$ cat src/include/uart_lms_defines.vh
`ifndef UART_LMS_DEFINES_VH
`define UART_LMS_DEFINES_VH

// Register byte offsets
`define OFS_DATA 8'h00
`define OFS_IEN 8'h04
`define OFS_LFC 8'h08
`define OFS_MOC 8'h0c
`define OFS_SLS 8'h10
`define OFS_MIS 8'h14
`define OFS_AUX 8'h18

// line_format_control fields
`define LFC_DIV_ACC 7
`define LFC_BREAK 6
`define LFC_STICK 5
`define LFC_EVEN 4
`define LFC_PAR_EN 3
`define LFC_STOP 2

// modem_output_control fields
`define MOC_PRESC 7
`define MOC_PAGE 6
`define MOC_XANY 5
`define MOC_LOOP 4
`define MOC_IRQ_EN 3
`define MOC_AUX1 2
`define MOC_RTS 1
`define MOC_DTR 0

// Interrupt enable fields
`define IEN_RXDATA 0
`define IEN_THRE 1
`define IEN_LINE 2

// Reset values
`define LFC_RST 8'h00
`define MOC_RST 8'h00
`define IEN_RST 8'h00
`define DIV_RST 16'h0001
`define AUX_RST 8'h00

// Timing in 16x oversample ticks, prescaler count in clock cycles
`define HALF_BIT_LAST 5'h07
`define BIT_LAST 5'h0f
`define STOP15_LAST 5'h17
`define STOP2_LAST 5'h1f
`define PRESC_LAST 2'h3

`endif

$ cat src/logic/uart_line_modem_status_control.v
`timescale 1ns/1ps
`include "uart_lms_defines.vh"

// Overview of operation
// - Format bit 7 set maps offsets 0x00/0x04 onto the divisor latch, else hidden.
// - Break bit forces the serial output low while set; in loopback TXD stays high and the receiver sees the low.
// - Format bits 5:3 pick none, odd, even, forced one or forced zero parity.
// - With parity on, transmitter appends parity and receiver checks it.
// - Stop field 1 gives 1.5 stop bits for 5-bit words, else two.
// - Word-length field selects 5, 6, 7 or 8 data bits.
// - Prescaler bit divides the clock by four ahead of the baud divider.
// - Page bit with divisor access clear selects page 2; resend control takes the page bit alone.
// - Xon-any enable bit, default clear, drives the flow-resume feature.
// - Loopback routes transmit to receive and control bits into modem status.
// - Interrupt-output bit gates the interrupt; loopback carrier reads its inverse.
// - Aux bit 2 enables Xoff resend when the page bit is set; loopback ring reads inverse.
// - Control bits 1:0 drive RTS#/DTR# low outside loopback; in loopback both pins stay high and status reads inverse.
// - Line status error bits show the FIFO head until a status read; only data reads pop.
// - Status bit 7 is set while any stored character carries an error.
// - Transmitter-idle bit is one only when holding and shift registers empty.
// - Holding-empty bit reads one when ready and may raise the interrupt.
// - Line low for a whole frame flags break and stores one character.
// - Stop bit sampled low sets the framing flag.
// - Parity mismatch against the selected type sets the parity flag.
// - Character arriving into full storage is dropped and sets overrun.
// - Data-ready reads one while the receive FIFO holds a character.
// - Outside loopback, clear-to-send status is the complement of CTS#.
module uart_line_modem_status_control #(
   parameter FIFO_AW = 4
) (
   input wire CLK,
   input wire RST,
   input wire HSEL,
   input wire [31:0] HADDR,
   input wire [1:0] HTRANS,
   input wire HWRITE,
   input wire [2:0] HSIZE,
   input wire [31:0] HWDATA,
   input wire HREADY,
   output reg [31:0] HRDATA,
   output wire HREADYOUT,
   output wire HRESP,
   input wire RXD,
   output wire TXD,
   input wire CTS_N,
   input wire DSR_N,
   input wire DCD_N,
   input wire RI_N,
   output wire RTS_N,
   output wire DTR_N,
   output wire CHANNEL_INT,
   output wire XON_ANY_EN,
   output wire XOFF_RESEND_EN
);

   localparam FIFO_DEPTH = 1 << FIFO_AW;
   localparam T_IDLE = 5'b00001;
   localparam T_START = 5'b00010;
   localparam T_DATA = 5'b00100;
   localparam T_PAR = 5'b01000;
   localparam T_STOP = 5'b10000;
   localparam R_IDLE = 6'b000001;
   localparam R_START = 6'b000010;
   localparam R_DATA = 6'b000100;
   localparam R_PAR = 6'b001000;
   localparam R_STOP = 6'b010000;
   localparam R_BRKW = 6'b100000;

   function [7:0] wmask;
      input [1:0] wl;
      begin
         case (wl)
            2'h0: wmask = 8'h1f;
            2'h1: wmask = 8'h3f;
            2'h2: wmask = 8'h7f;
            default: wmask = 8'hff;
         endcase
      end
   endfunction

   // Expected parity bit for data d under format f
   function par_bit;
      input [7:0] d;
      input [7:0] f;
      reg p;
      begin
         p = ^(d & wmask(f[1:0]));
         if (f[`LFC_STICK])
            par_bit = ~f[`LFC_EVEN];
         else if (f[`LFC_EVEN])
            par_bit = p;
         else
            par_bit = ~p;
      end
   endfunction

   reg [7:0] lfc_q;
   reg [7:0] moc_q;
   reg [7:0] ien_q;
   reg [7:0] aux_q;
   reg [15:0] div_q;
   reg [7:0] addr_q;
   reg wr_pend_q;
   reg rd_pend_q;
   reg [7:0] rdata;

   wire acc = HSEL & HTRANS[1] & HREADY;
   wire dlab = lfc_q[`LFC_DIV_ACC];
   wire page2 = moc_q[`MOC_PAGE] & ~dlab;
   wire loop = moc_q[`MOC_LOOP];
   wire sel_data = addr_q == `OFS_DATA;
   wire sel_ien = addr_q == `OFS_IEN;
   wire sel_lfc = addr_q == `OFS_LFC;
   wire sel_moc = addr_q == `OFS_MOC;
   wire sel_sls = addr_q == `OFS_SLS;
   wire sel_mis = addr_q == `OFS_MIS;
   wire sel_aux = addr_q == `OFS_AUX;

   // Reads take one wait state so a write just before is already visible
   assign HREADYOUT = ~rd_pend_q;
   assign HRESP = 1'b0;

   always @(posedge CLK) begin
      if (RST) begin
         addr_q <= 8'h00;
         wr_pend_q <= 1'b0;
         rd_pend_q <= 1'b0;
      end else if (acc) begin
         addr_q <= HADDR[7:0];
         wr_pend_q <= HWRITE;
         rd_pend_q <= ~HWRITE;
      end else begin
         wr_pend_q <= 1'b0;
         rd_pend_q <= 1'b0;
      end
   end

   wire wr_data = wr_pend_q & sel_data & ~dlab;
   always @(posedge CLK) begin
      if (RST) begin
         lfc_q <= `LFC_RST;
         moc_q <= `MOC_RST;
         ien_q <= `IEN_RST;
         aux_q <= `AUX_RST;
         div_q <= `DIV_RST;
      end else if (wr_pend_q) begin
         if (sel_data && dlab)
            div_q[7:0] <= HWDATA[7:0];
         else if (sel_ien && dlab)
            div_q[15:8] <= HWDATA[7:0];
         else if (sel_ien)
            ien_q <= {5'h00, HWDATA[2:0]};
         else if (sel_lfc)
            lfc_q <= HWDATA[7:0];
         else if (sel_moc)
            moc_q <= HWDATA[7:0];
         else if (sel_aux && !page2)
            aux_q <= HWDATA[7:0];
      end
   end

   // Baud generator: optional divide by four, then divisor to 16x tick
   reg [1:0] pre_q;
   reg [15:0] dcnt_q;
   reg tick_q;
   wire pre_en = ~moc_q[`MOC_PRESC] | (pre_q == `PRESC_LAST);

   always @(posedge CLK) begin
      if (RST) begin
         pre_q <= 2'h0;
         dcnt_q <= 16'h0000;
         tick_q <= 1'b0;
      end else begin
         pre_q <= moc_q[`MOC_PRESC] ? pre_q + 2'h1 : 2'h0;
         tick_q <= 1'b0;
         if (pre_en) begin
            // A zero divisor behaves as one
            if ({1'b0, dcnt_q} + 17'h00001 >= {1'b0, div_q}) begin
               dcnt_q <= 16'h0000;
               tick_q <= 1'b1;
            end else begin
               dcnt_q <= dcnt_q + 16'h0001;
            end
         end
      end
   end

   // Transmitter
   reg [7:0] hold_q;
   reg hold_full_q;
   reg [4:0] tx_st_q;
   reg [7:0] tx_sh_q;
   reg tx_par_q;
   reg [4:0] tx_tk_q;
   reg [2:0] tx_bit_q;
   reg tx_line_q;
   wire [2:0] last_bit = {1'b0, lfc_q[1:0]} + 3'h4;
   wire tx_take = (tx_st_q == T_IDLE) & hold_full_q;
   wire tx_bit_end = tick_q & (tx_tk_q == `BIT_LAST);
   wire [4:0] stop_last = !lfc_q[`LFC_STOP] ? `BIT_LAST :
                          (lfc_q[1:0] == 2'h0) ? `STOP15_LAST : `STOP2_LAST;
   wire tx_wire = lfc_q[`LFC_BREAK] ? 1'b0 : tx_line_q;

   always @(posedge CLK) begin
      if (RST) begin
         hold_q <= 8'h00;
         hold_full_q <= 1'b0;
      end else if (wr_data) begin
         hold_q <= HWDATA[7:0];
         hold_full_q <= 1'b1;
      end else if (tx_take) begin
         hold_full_q <= 1'b0;
      end
   end

   always @(posedge CLK) begin
      if (RST) begin
         tx_st_q <= T_IDLE;
         tx_sh_q <= 8'h00;
         tx_par_q <= 1'b0;
         tx_tk_q <= 5'h00;
         tx_bit_q <= 3'h0;
         tx_line_q <= 1'b1;
      end else begin
         if (tick_q && tx_st_q != T_IDLE)
            tx_tk_q <= tx_tk_q + 5'h01;
         case (tx_st_q)
            T_IDLE: begin
               if (tx_take) begin
                  tx_sh_q <= hold_q & wmask(lfc_q[1:0]);
                  tx_par_q <= par_bit(hold_q, lfc_q);
                  tx_tk_q <= 5'h00;
                  tx_line_q <= 1'b0;
                  tx_st_q <= T_START;
               end
            end
            T_START: begin
               if (tx_bit_end) begin
                  tx_tk_q <= 5'h00;
                  tx_bit_q <= 3'h0;
                  tx_line_q <= tx_sh_q[0];
                  tx_sh_q <= {1'b0, tx_sh_q[7:1]};
                  tx_st_q <= T_DATA;
               end
            end
            T_DATA: begin
               if (tx_bit_end) begin
                  tx_tk_q <= 5'h00;
                  if (tx_bit_q == last_bit) begin
                     if (lfc_q[`LFC_PAR_EN]) begin
                        tx_line_q <= tx_par_q;
                        tx_st_q <= T_PAR;
                     end else begin
                        tx_line_q <= 1'b1;
                        tx_st_q <= T_STOP;
                     end
                  end else begin
                     tx_bit_q <= tx_bit_q + 3'h1;
                     tx_line_q <= tx_sh_q[0];
                     tx_sh_q <= {1'b0, tx_sh_q[7:1]};
                  end
               end
            end
            T_PAR: begin
               if (tx_bit_end) begin
                  tx_tk_q <= 5'h00;
                  tx_line_q <= 1'b1;
                  tx_st_q <= T_STOP;
               end
            end
            T_STOP: begin
               if (tick_q && tx_tk_q == stop_last)
                  tx_st_q <= T_IDLE;
            end
            default: tx_st_q <= T_IDLE;
         endcase
      end
   end

   // Receiver, sampling each bit at its middle tick
   reg [5:0] rx_st_q;
   reg [4:0] rx_tk_q;
   reg [2:0] rx_bit_q;
   reg [7:0] rx_sh_q;
   reg rx_par_q;
   reg rx_any1_q;
   reg rx_push_q;
   reg [10:0] rx_word_q;
   wire rx_in = loop ? tx_wire : RXD;
   wire rx_mid = tick_q & (rx_tk_q == `BIT_LAST);
   wire rx_brk = ~rx_any1_q & ~rx_in;

   always @(posedge CLK) begin
      if (RST) begin
         rx_st_q <= R_IDLE;
         rx_tk_q <= 5'h00;
         rx_bit_q <= 3'h0;
         rx_sh_q <= 8'h00;
         rx_par_q <= 1'b0;
         rx_any1_q <= 1'b0;
         rx_push_q <= 1'b0;
         rx_word_q <= 11'h000;
      end else begin
         rx_push_q <= 1'b0;
         if (tick_q)
            rx_tk_q <= rx_tk_q + 5'h01;
         case (rx_st_q)
            R_IDLE: begin
               if (tick_q && !rx_in) begin
                  rx_tk_q <= 5'h00;
                  rx_st_q <= R_START;
               end
            end
            R_START: begin
               if (tick_q && rx_tk_q == `HALF_BIT_LAST) begin
                  rx_tk_q <= 5'h00;
                  rx_bit_q <= 3'h0;
                  rx_sh_q <= 8'h00;
                  rx_any1_q <= 1'b0;
                  // A start that is high again at mid-bit was a glitch
                  rx_st_q <= rx_in ? R_IDLE : R_DATA;
               end
            end
            R_DATA: begin
               if (rx_mid) begin
                  rx_tk_q <= 5'h00;
                  rx_sh_q[rx_bit_q] <= rx_in;
                  rx_any1_q <= rx_any1_q | rx_in;
                  rx_bit_q <= rx_bit_q + 3'h1;
                  if (rx_bit_q == last_bit)
                     rx_st_q <= lfc_q[`LFC_PAR_EN] ? R_PAR : R_STOP;
               end
            end
            R_PAR: begin
               if (rx_mid) begin
                  rx_tk_q <= 5'h00;
                  rx_par_q <= rx_in;
                  rx_any1_q <= rx_any1_q | rx_in;
                  rx_st_q <= R_STOP;
               end
            end
            R_STOP: begin
               if (rx_mid) begin
                  rx_push_q <= 1'b1;
                  rx_word_q[7:0] <= rx_sh_q;
                  rx_word_q[10] <= rx_brk;
                  rx_word_q[9] <= ~rx_in;
                  rx_word_q[8] <= lfc_q[`LFC_PAR_EN] & (rx_par_q != par_bit(rx_sh_q, lfc_q));
                  // After a break only one character is stored until the line idles
                  rx_st_q <= rx_brk ? R_BRKW : R_IDLE;
               end
            end
            R_BRKW: begin
               if (rx_in)
                  rx_st_q <= R_IDLE;
            end
            default: rx_st_q <= R_IDLE;
         endcase
      end
   end

   // Receive FIFO with per-entry error bits {break, framing, parity}
   reg [10:0] mem [0:FIFO_DEPTH-1];
   reg [FIFO_AW-1:0] wp_q;
   reg [FIFO_AW-1:0] rp_q;
   reg [FIFO_AW:0] cnt_q;
   reg [FIFO_AW:0] ecnt_q;
   reg ovr_q;
   reg head_seen_q;
   wire [10:0] head = mem[rp_q];
   wire full = cnt_q[FIFO_AW];
   wire nonempty = |cnt_q;
   wire push = rx_push_q & ~full;
   wire pop = rd_pend_q & sel_data & ~dlab & nonempty;
   wire push_err = push & |rx_word_q[10:8];
   wire pop_err = pop & |head[10:8];
   wire sls_rd = rd_pend_q & sel_sls;
   wire mis_rd = rd_pend_q & sel_mis;

   always @(posedge CLK) begin
      if (push)
         mem[wp_q] <= rx_word_q;
   end

   always @(posedge CLK) begin
      if (RST) begin
         wp_q <= {FIFO_AW{1'b0}};
         rp_q <= {FIFO_AW{1'b0}};
         cnt_q <= {(FIFO_AW+1){1'b0}};
         ecnt_q <= {(FIFO_AW+1){1'b0}};
         ovr_q <= 1'b0;
         head_seen_q <= 1'b0;
      end else begin
         if (push)
            wp_q <= wp_q + {{(FIFO_AW-1){1'b0}}, 1'b1};
         if (pop)
            rp_q <= rp_q + {{(FIFO_AW-1){1'b0}}, 1'b1};
         if (push && !pop)
            cnt_q <= cnt_q + {{FIFO_AW{1'b0}}, 1'b1};
         else if (pop && !push)
            cnt_q <= cnt_q - {{FIFO_AW{1'b0}}, 1'b1};
         if (push_err && !pop_err)
            ecnt_q <= ecnt_q + {{FIFO_AW{1'b0}}, 1'b1};
         else if (pop_err && !push_err)
            ecnt_q <= ecnt_q - {{FIFO_AW{1'b0}}, 1'b1};
         if (rx_push_q && full)
            ovr_q <= 1'b1;
         else if (sls_rd)
            ovr_q <= 1'b0;
         if (pop)
            head_seen_q <= 1'b0;
         else if (sls_rd && nonempty)
            head_seen_q <= 1'b1;
      end
   end

   wire [2:0] head_err = (nonempty && !head_seen_q) ? head[10:8] : 3'h0;
   wire thre = ~hold_full_q;
   wire tx_empty = thre & (tx_st_q == T_IDLE);
   wire [7:0] sls = {|ecnt_q, tx_empty, thre, head_err, ovr_q, nonempty};

   // Modem status, ordered {carrier, ring, data-set-ready, clear-to-send}
   reg [3:0] mprev_q;
   reg [3:0] mdelta_q;
   wire [3:0] mcur = loop ? {~moc_q[`MOC_IRQ_EN], ~moc_q[`MOC_AUX1], ~moc_q[`MOC_DTR], ~moc_q[`MOC_RTS]}
                          : {~DCD_N, ~RI_N, ~DSR_N, ~CTS_N};
   wire [3:0] mchg = {mprev_q[3] ^ mcur[3], mprev_q[2] & ~mcur[2], mprev_q[1] ^ mcur[1], mprev_q[0] ^ mcur[0]};

   always @(posedge CLK) begin
      if (RST) begin
         mprev_q <= 4'h0;
         mdelta_q <= 4'h0;
      end else begin
         mprev_q <= mcur;
         // A change in the read cycle survives the clear
         mdelta_q <= mchg | (mis_rd ? 4'h0 : mdelta_q);
      end
   end

   always @* begin
      rdata = 8'h00;
      if (sel_data)
         rdata = dlab ? div_q[7:0] : head[7:0];
      else if (sel_ien)
         rdata = dlab ? div_q[15:8] : ien_q;
      else if (sel_lfc)
         rdata = lfc_q;
      else if (sel_moc)
         rdata = moc_q;
      else if (sel_sls)
         rdata = sls;
      else if (sel_mis)
         rdata = {mcur, mdelta_q};
      else if (sel_aux)
         rdata = page2 ? {{(7-FIFO_AW){1'b0}}, cnt_q} : aux_q;
   end

   always @(posedge CLK) begin
      if (RST)
         HRDATA <= 32'h00000000;
      else if (rd_pend_q)
         HRDATA <= {24'h000000, rdata};
   end

   assign TXD = loop ? 1'b1 : tx_wire;
   assign RTS_N = loop ? 1'b1 : ~moc_q[`MOC_RTS];
   assign DTR_N = loop ? 1'b1 : ~moc_q[`MOC_DTR];
   assign XON_ANY_EN = moc_q[`MOC_XANY];
   assign XOFF_RESEND_EN = moc_q[`MOC_AUX1] & moc_q[`MOC_PAGE];
   assign CHANNEL_INT = moc_q[`MOC_IRQ_EN] & ((ien_q[`IEN_RXDATA] & nonempty) | (ien_q[`IEN_THRE] & thre) |
                        (ien_q[`IEN_LINE] & (ovr_q | |head_err)));

endmodule

$ cat config.mk
export PLATFORM = sky130hd
export DESIGN_NAME = uart_line_modem_status_control
export DESIGN_NICKNAME = d
export VERILOG_FILES = /design/src/logic/uart_line_modem_status_control.v
export VERILOG_INCLUDE_DIRS = /design/src /design/src/include
export SDC_FILE = /design/constraint.sdc
export NUM_CORES = 1
export LEC_CHECK = 0
export ABC_AREA = 1
export BUFFER_PORTS_ARGS = -buffer_cell sky130_fd_sc_hd__buf_2
export CAP_MARGIN = 20
export CORE_ASPECT_RATIO = 0.5
export CORE_UTILIZATION = 49
export DETAILED_ROUTE_END_ITERATION = 10
export PLACE_DENSITY = 0.67
export RECOVER_POWER = 25
export SYNTH_ARGS = -nofsm -noshare
export SYNTH_HDL_FRONTEND = slang
export SYNTH_SLANG_ARGS = --single-unit
$ cat constraint.sdc
create_clock -name CLK -period 4.24 [get_ports CLK]
set_input_delay 0.424 -clock CLK [delete_from_list [all_inputs] [get_ports CLK]]
set_output_delay 0.424 -clock CLK [all_outputs]
set_load 0.01 [all_outputs]
* Yosys cells after proc, flatten, opt, wreduce, memory -nomap -nowiden
Memories as Yosys holds them, arrays and structs flattened. A register that Yosys moved wholly into a read port is not among the register bits.
Cells that the tools add are included.
** Word-level totals
- Flip-flop bits (word level) :: 176
- Memory bits (writable) :: 176
- Bits of input ports :: 79
- Output and inout bits :: 40
- Word-level logic and storage cells :: 329
- Memories kept :: 1
** Operators by class
- Add/subtract/negate cells :: 14
- Order comparisons :: 3
- Eq/ne operators :: 43
- Muxes and demuxes :: 104
- Bitwise logic cells :: 64
- Reduce and logical (&&, ||, !) cells :: 63
** Memories
- mem :: words 16, bits a word 11, read ports 1, clocked after Yosys merged registers in 1, wr ports 1, line uart_line_modem_status_control.v:363 : reg [10:0] mem [0:FIFO_DEPTH-1];
** Operators with widths (count)
- 2-to-1 mux 8 bit :: 22
- 2-to-1 mux 5 bit :: 20
- 2-to-1 mux 6 bit :: 8
- case mux 8 bit (3 select lines) :: 2
- case mux 6 bit (6 select lines) :: 1
- 2-to-1 mux 1 bit :: 28
- != test 2 bit (second input constant) :: 14
- inverter 1 bit :: 28
- bitwise AND 1 bit :: 25
- case mux 5 bit (5 select lines) :: 1
- == test 8 x 5 -> 1 bit (second input constant) :: 3
- 2-to-1 mux 3 bit :: 7
- adder 5 x 1 -> 5 bit (second input constant) :: 4
- 2-to-1 mux 4 bit :: 5
- adder 16 x 1 -> 17 bit (second input constant) :: 1
- >= comparator 17 x 16 -> 1 bit :: 1
- adder 16 x 1 -> 16 bit (second input constant) :: 1
- bitwise AND 8 bit :: 2
- == test 8 x 4 -> 1 bit (second input constant) :: 2
- 2-to-1 mux 16 bit :: 1
- case mux 8 bit (2 select lines) :: 1
- parity 8 bit :: 2
- == test 5 x 4 -> 1 bit (second input constant) :: 3
- logical AND 1 bit :: 15
- other kinds (50) :: 94

* Depth between registers and ports, before layout
Gate-level depths: netlist (run 1).
- Depth after elaboration :: 15
- Gate-level depth with buffers :: 21
- Mapped depth without buffers :: 20

* Worst setup path after synthesis (run 1)
Ideal clock, no wire load.
- Path type :: reg2reg
- From :: register (tool-made name)
- To :: register ecnt_q[4]
- Setup time :: 0.119 ns
- Arrival :: 2.791 ns
- Required time :: 4.121 ns
- Slack :: 1.329 ns
- Cell stages (with the launch flop) :: 21
- Path buffers :: 3
- Period minus slack after synthesis :: 2.911 ns
- Cell sequence :: dfxtp_1 -> buf_4 -> inv_2 -> buf_6 -> buf_2 -> o21ai_0 -> nand3_1 -> nand3_1 -> nand2_1 -> a211o_1 -> nand2_1 -> ha_1 -> inv_1 -> fa_1 -> a21o_1 -> a21oi_1 -> nor2_1 -> nor2_1 -> nand2_1 -> o21ai_0 -> a21oi_1
** RTL lines
- end signal, assigned :: line uart_line_modem_status_control.v:390 : ecnt_q <= {(FIFO_AW+1){1'b0}};
- end signal, assigned :: line uart_line_modem_status_control.v:403 : ecnt_q <= ecnt_q + {{FIFO_AW{1'b0}}, 1'b1};
- end signal, assigned :: line uart_line_modem_status_control.v:405 : ecnt_q <= ecnt_q - {{FIFO_AW{1'b0}}, 1'b1};
- end, declared :: line uart_line_modem_status_control.v:367 : reg [FIFO_AW:0] ecnt_q;

==> results of run 1 <==
final cells by class:
type | instances | share of cell area [%]
Clock buffer | 46 | 5.13
Clock inverter | 15 | 1.25
Inverter | 179 | 3.72
Multi-Input combinational cell | 1259 | 35.2
Sequential cell | 356 | 49.2
Tap cell | 432 | 2.99
Timing Repair Buffer | 73 | 2.50
where the power goes:
| part | internal (uW) | switching (uW) |
|---|---|---|
| clock | 1860 | 1310 |
| combinational | 125 | 263 |
| sequential | 3620 | 40.6 |
cells in the mapped netlist, drive strengths merged:
library cell	number	area, sq um
and3	1	6.26
inv	176	661
nor4	6	37.5
conb	1	3.75
fa	2	40.0
o21bai	1	7.51
nand3	92	470
nor3b	2	15.0
nand2	271	1030
nor3	24	136
clkinv	3	11.3
o22ai	6	37.5
xnor2	17	149
o21ai	221	1110
xor2	22	193
nand3b	2	15.0
o21a	1	7.51
dfxtp	180	3600
a211o	1	8.76
a31oi	2	12.5
a311oi	1	8.76
nand4	44	288
o211ai	28	210
a21oi	131	667
o2111ai	1	8.76
clkbuf	43	163
nor2	298	1150
or2	1	6.26
buf	58	375
a211oi	7	52.6
a21o	2	15.0
o221ai	11	96.3
edfxtp	176	5290
ha	37	463
a22oi	2	15.0
state kept, by name (all words and copies together) (netlist names), 11 cells and up, named ones only:
register   flops
mem          176
dcnt_q        16
div_q         16
rx_word_q     11
cell families after synthesis:
group                    synth area share, %
AO/OA/AOI/OAI                           13.8
XOR/XNOR                                2.09
adder cells (fa/ha/maj)                 3.07
buffers and inverters                   7.39
flip-flops                              54.3
other                                 0.0229
AND/OR/NAND/NOR                         19.3
critical path, cell delays in order, from the launching register on:
cell                       delay (ns)
sky130_fd_sc_hd__dfxtp_2         0.33
sky130_fd_sc_hd__buf_4           0.49
sky130_fd_sc_hd__nand2_1         0.12
sky130_fd_sc_hd__o211ai_1        0.10
sky130_fd_sc_hd__nand3_1         0.10
sky130_fd_sc_hd__nand3_1         0.14
sky130_fd_sc_hd__nand2_1         0.19
sky130_fd_sc_hd__a211o_1         0.31
sky130_fd_sc_hd__nand2_1         0.09
sky130_fd_sc_hd__ha_1            0.19
sky130_fd_sc_hd__inv_1           0.11
sky130_fd_sc_hd__fa_1            0.42
sky130_fd_sc_hd__a21o_1          0.17
sky130_fd_sc_hd__a21oi_1         0.15
sky130_fd_sc_hd__nor2_1          0.06
sky130_fd_sc_hd__nor2_1          0.08
sky130_fd_sc_hd__nand2_1         0.06
sky130_fd_sc_hd__o21ai_0         0.15
sky130_fd_sc_hd__a21oi_1         0.05
through the flow:
stage	setup slack, ns	instances	power [uW]	cell area [sq um]
finish	0.787	2360	7220	18100
global route	0.440	2360	7460	18100
CTS	0.771	2357	7260	18000
detailed placement	0.790	2296	4120	16900
global placement	0.827	2294	4110	16900
floorplan	1.33	1895	4030	16500
final timing paths:
kind                            cells past startpoint   endpoint     start  slack [ns]
worst max register to register                     18  ecnt_q[4]      flop        0.79
worst min-delay path                                2  rd_pend_q    HWRITE        0.10
worst min register to register                      1   pre_q[0]  pre_q[0]        0.43
worst max-delay path                               18  ecnt_q[4]      flop        0.79
per-layer routing:
metal	vias to the layer above	GRT usage (%)	share of wire (%)
met2	392	37.8	45
met5	-	0	0
li1	6377	-	-
met1	5980	34.1	46
met3	81	4.17	6.4
met4	0	7.76	2.7
==> results.txt, run 1 <==
TritonCTS built the clock tree. The logs give 0.290 GHz for the highest achievable clock rate and 2 for the maximum level of the CTS H-tree. Entering global routing, the biggest net connects 62 pins.

The library cell used most frequently in the layout, excluding fill and tap cells, is sky130_fd_sc_hd__nor2_1. The total of hold buffers inserted after clock tree synthesis is 0. STA classifies the critical path endpoint as a flop. The tools report the number of CTS-inserted buffers as 34.

The run gives 0.101 ns as the worst hold slack after final layout. The post-route netlist has 8.14% of its cells at a drive strength greater than 1. The logs give 5 for the length of the first detailed-routing pass in iterations and 0.0178 ns for the worst setup skew after layout. The critical path arrival was 3.86 ns; the worst-margin pin slew was 3.20 ns. The global-route usage over all layers is 24.2%.

Dividing the detail-routed wire length by the instance count gives 17.3 um. The total negative slack came out at 0 ns. The setup-violating endpoint count in the final report came out at 0. Setup repair after global routing left no endpoint under its margin. After legalization and detailed placement, the total HPWL measured 27200 um.

The die height is 131 um, and the count of fill cells added during filler insertion is 2837. The run gives 54.3% as the sequential cell area fraction in the yosys report. Standard-cell row count: 46. The initial antenna violation count came out at 0.

STA classifies the critical path startpoint as a flop. The synthesis-to-finish area growth was 10.4%. The path class of the lowest-slack min-delay path was input pin to flop. For the starting density of the core, the log shows 50.8%. After clock tree synthesis, the clock-pin slew on the worst setup and hold paths is 0.06 ns. The run gives 12800 as the total via count after detailed routing. The average instance area after synthesis was 8.75 sq um; the worst slew margin relative to its limit was -113%. During placement, the flow inserted port buffers numbering 41. The die covers 34200 sq um. In the routed design, unresolved DRC markers number 0. The final critical path takes up 81.4% of the cycle. The run gives 0.53 ns as the clock latency reported for the late side of the worst-skew pair.

In this run, synthesis produced a sequential element count of 356. The run finished, with violations left. The final reports fail on max-capacitance violations, max-slew violations. IR analysis of the VDD net gives a maximum drop of 0.269 mV.

The run gives 12000 as the via count of the first global-routing pass. Once detail routing completed, the nets flagged for antenna violations numbered 0. The run gives 4.65 ns as the required time of the worst setup path.

The number of warning messages in the yosys log came out at 0. In this run the standard cell core region covers 32200 sq um. Using the TritonRoute via totals, the vias-per-cell ratio works out to 5.44. At the end of routability-driven placement, the weighted congestion stood at 0.876. For the area of the mapped netlist, the log shows 16400 sq um. For the number of clock sinks, the log shows 356. The routed wire length is 40900 um, and the leakage component of the power is 0.00676 uW. The logs give 119 for the top-level port count and 0 for the final number of hold-violating endpoints.

For the total global routing overflow, the log shows 0. Counting every instance in the synthesized netlist gives 1871. The utilization after layout is 56.0%. The first routing iteration left 1023 violations.

The quantity of gates resized following cts was 0; the overall die width was 260 um. In the final layout, the multi-input gates occupy 6350 sq um. Yosys mapped the design onto 50 distinct sky130hd cell types. The classification of the worst setup path was flop to flop. The tools report the global-route wire length before repair as 65000 um. The library cells used most frequently in the layout, excluding fill and tap cells, are sky130_fd_sc_hd__nor2_1, sky130_fd_sc_hd__nand2_1, sky130_fd_sc_hd__o21ai_0.

Clock period minus final worst setup slack: 3.45 ns. The tools report the cell at the root of the clock tree as sky130_fd_sc_hd__clkbuf_16. The clock passes through at most 3 buffers. The number of diodes came out at 0. The number of max-slew violations in the final report is 59, and the area taken by flip-flops and latches is 8890 sq um.

The final net count was 2021; the maximum net fanout on the critical path was 61. The power per cell area works out to 400 nW/um^2. The number of max-capacitance violations reported was 1. The run gives 0 as the buffers inserted during post-CTS setup optimization.
(Power assumes the default switching activity.)
==> run 2, diff against run 1 <==
PLACE_DENSITY = 0.7   (was 0.67)
clock period = 3.1 ns   (was 4.24 ns; I/O delays follow)
==> results.txt, run 2 (synthesis gave the netlist of run 1 again) <==
The count of input and output buffers works out to 41. For this block, the routed nets add up to 40400 um of wire. The library cell used most frequently in the layout, excluding fill and tap cells, is sky130_fd_sc_hd__nor2_1. The register with the most flip-flops in the layout has 176 of them. For the top-level port count, the log shows 119. The number of placed instances, taps included, is 2327. The analysis attributes to cell leakage a power of 0.00698 uW. Data arrives at the worst endpoint at 2.65 ns. Via count of the first global-routing pass: 11700. Cell at the root of the clock tree: sky130_fd_sc_hd__clkbuf_16.

The power after layout is 10000 uW. In the layout the commonest cells are sky130_fd_sc_hd__nor2_1, sky130_fd_sc_hd__nand2_1, sky130_fd_sc_hd__o21ai_0. The final number of hold-violating endpoints came out at 0. The average wire length per cell after detail routing was 16.9 um. The number of max-slew violations in the final report is 0, and the worst slew margin relative to its limit is 45.8%. For the sum of met3 wire segment lengths after detailed routing, the log shows 2640 um.

The top register by number of flip-flops was mem. The power per cell area is 543 nW/um^2, and the initial antenna violation count is 0. The total global routing overflow was 0; the peak supply drop was 0.329 mV. The highest achievable clock rate is 0.338 GHz, and the overall die width is 260 um.

The initial utilization of the core area, before any placement, comes to 50.8%. The run gives 27400 um as the HPWL after detailed placement. In the routed design, unresolved DRC markers number 0. The die height is 131 um, and the synthesis-to-finish area growth is 12.6%.

Between clock sinks in the finished design, the worst skew comes to 0.0171 ns. TritonCTS built the clock tree. In this run the top signal layer used is met4.

Length of the first detailed-routing pass in iterations: 5. After the last flow step, the layout net total stands at 2052. In this run the worst hold path is classified as input pin to flop. The setup-violating endpoint count in the final report is 0.

The floorplan step defined a die boundary enclosing 34200 sq um. The maximum net fanout on the critical path came out at 26. The logs give 32200 sq um for the core footprint and 0 for the number of antenna-violating nets in the routed design.

The number of antenna diodes in the final layout is 0. The clock transition at the registers of the reported paths came out at 0.07 ns. For the pin with the worst max-slew slack, the measured transition is 0.812 ns. The final RePlAce weighted congestion was 0.895; the required time of the worst setup path was 2.79 ns. After detailed routing, the met2 layer carries 18400 um of wire.

Across all layers, the routed design uses 13000 vias. The longest clock path from root to sink contains 3 buffers. The run finished with clean final reports.

The tools report the kind of start point of the critical path as a flop. In this run the number of H-tree levels came out at 2. At the later pin of the worst-skew pair, clock insertion delay measures 0.53 ns. For this run, the total global-route usage over all layers was measured as 23.6%.

After detailed routing, the wire length on met1 is 18600 um. The floorplan has 46 rows. Dividing the final minimum period by the clock period gives 95.5%. For this design, the sink count on the clock tree is 356.

The classification of the worst setup path is flop to output port. STA classifies the critical path endpoint as an output port. Global-route wire length before repair: 63700 um. Fraction of layout cells with a size suffix above 1: 10.4%.

Entering global routing, the biggest net connects 59 pins. The finished layout holds 2390 standard cells, fillers aside. The largest registers in the layout are mem: 176 flops, dcnt_q: 16 flops, div_q: 16 flops. The number of CTS-inserted buffers came out at 34.

After the first detailed-routing iteration, the DRC count stood at 1272. The worst path needs 2.96 ns of the cycle, external delays included. The average vias per placed instance was 5.44; the number of max-capacitance violations reported was 0.
run 2: what timing repair did:
| action | CTS | global route |
|---|---|---|
| endpoints found under the hold margin | 1 | 0 |
| cloned | 0 | 1 |
| setup endpoints to repair | 1 | 21 |
| pin swaps | 0 | 5 |
| setup buffers | 0 | 1 |
| resized for setup | 1 | 18 |
| hold buffers | 1 | 0 |
run 2: path summary, 6_finish.rpt:
path | from | end | slack [ns] | cells past startpoint
setup / recovery | flop | CHANNEL_INT | 0.14 | 12
hold reg to reg | pre_q[0] | pre_q[0] | 0.45 | 1
setup reg to reg | flop | ecnt_q[4] | 0.23 | 15
hold / removal | HADDR[1] | addr_q[1] | 0.07 | 3
run 2: cell type report:
cell class              instances  area, sq um
clock buffers                  45          973
clock inverters                15          214
fillers                      2799        13800
inverters                     179          674
multi-input cells            1259         6410
flip-flops and latches        356         8890
well taps                     432          541
repair buffers                104          719
run 2: report_power, final:
| group | total [uW] | switching (uW) | leakage [uW] | internal (uW) |
|---|---|---|---|---|
| clock network | 4460 | 1820 | 0.000578 | 2640 |
| registers | 5010 | 58.8 | 0.00289 | 4950 |
| logic | 535 | 360 | 0.00351 | 175 |
| total | 10000 | 2240 | 0.00698 | 7760 |
run 2: worst max-delay path, stage by stage, from the launching register on:
cell	delay [ns]
sky130_fd_sc_hd__dfxtp_4	0.38
sky130_fd_sc_hd__inv_4	0.22
sky130_fd_sc_hd__buf_4	0.19
sky130_fd_sc_hd__nand2_1	0.05
sky130_fd_sc_hd__nand3_1	0.06
sky130_fd_sc_hd__nand3_1	0.08
sky130_fd_sc_hd__nand3_1	0.14
sky130_fd_sc_hd__buf_4	0.14
sky130_fd_sc_hd__nand3_1	0.14
sky130_fd_sc_hd__nand4_1	0.23
sky130_fd_sc_hd__nand2_1	0.09
sky130_fd_sc_hd__a21oi_2	0.23
sky130_fd_sc_hd__buf_2	0.17
run 2: metal layers:
metal / up-vias / global-route usage [%]
li1: 6444 / -
met1: 6083 / 34.0
met2: 428 / 37.6
met3: 53 / 3.20
met4: 0 / 5.88
met5: - / 0
run 2: stage by stage:
step | instance area, sq um | TNS, ns | hold WS [ns] | setup WS, ns | util, %
2_1_floorplan | 16500 | 0 | 0.387 | 0.189 | -
5_1_grt | 18400 | -0.0571 | 0.0967 | -0.0141 | 57.2
3_5_place_dp | 17100 | 0 | 0.425 | 0.0833 | 53.2
3_3_place_gp | 17100 | 0 | 0.420 | 0.0637 | 53.2
4_1_cts | 18300 | 0 | 0.0557 | 0.0905 | 56.9
6_report | 18400 | 0 | 0.0672 | 0.141 | 57.2
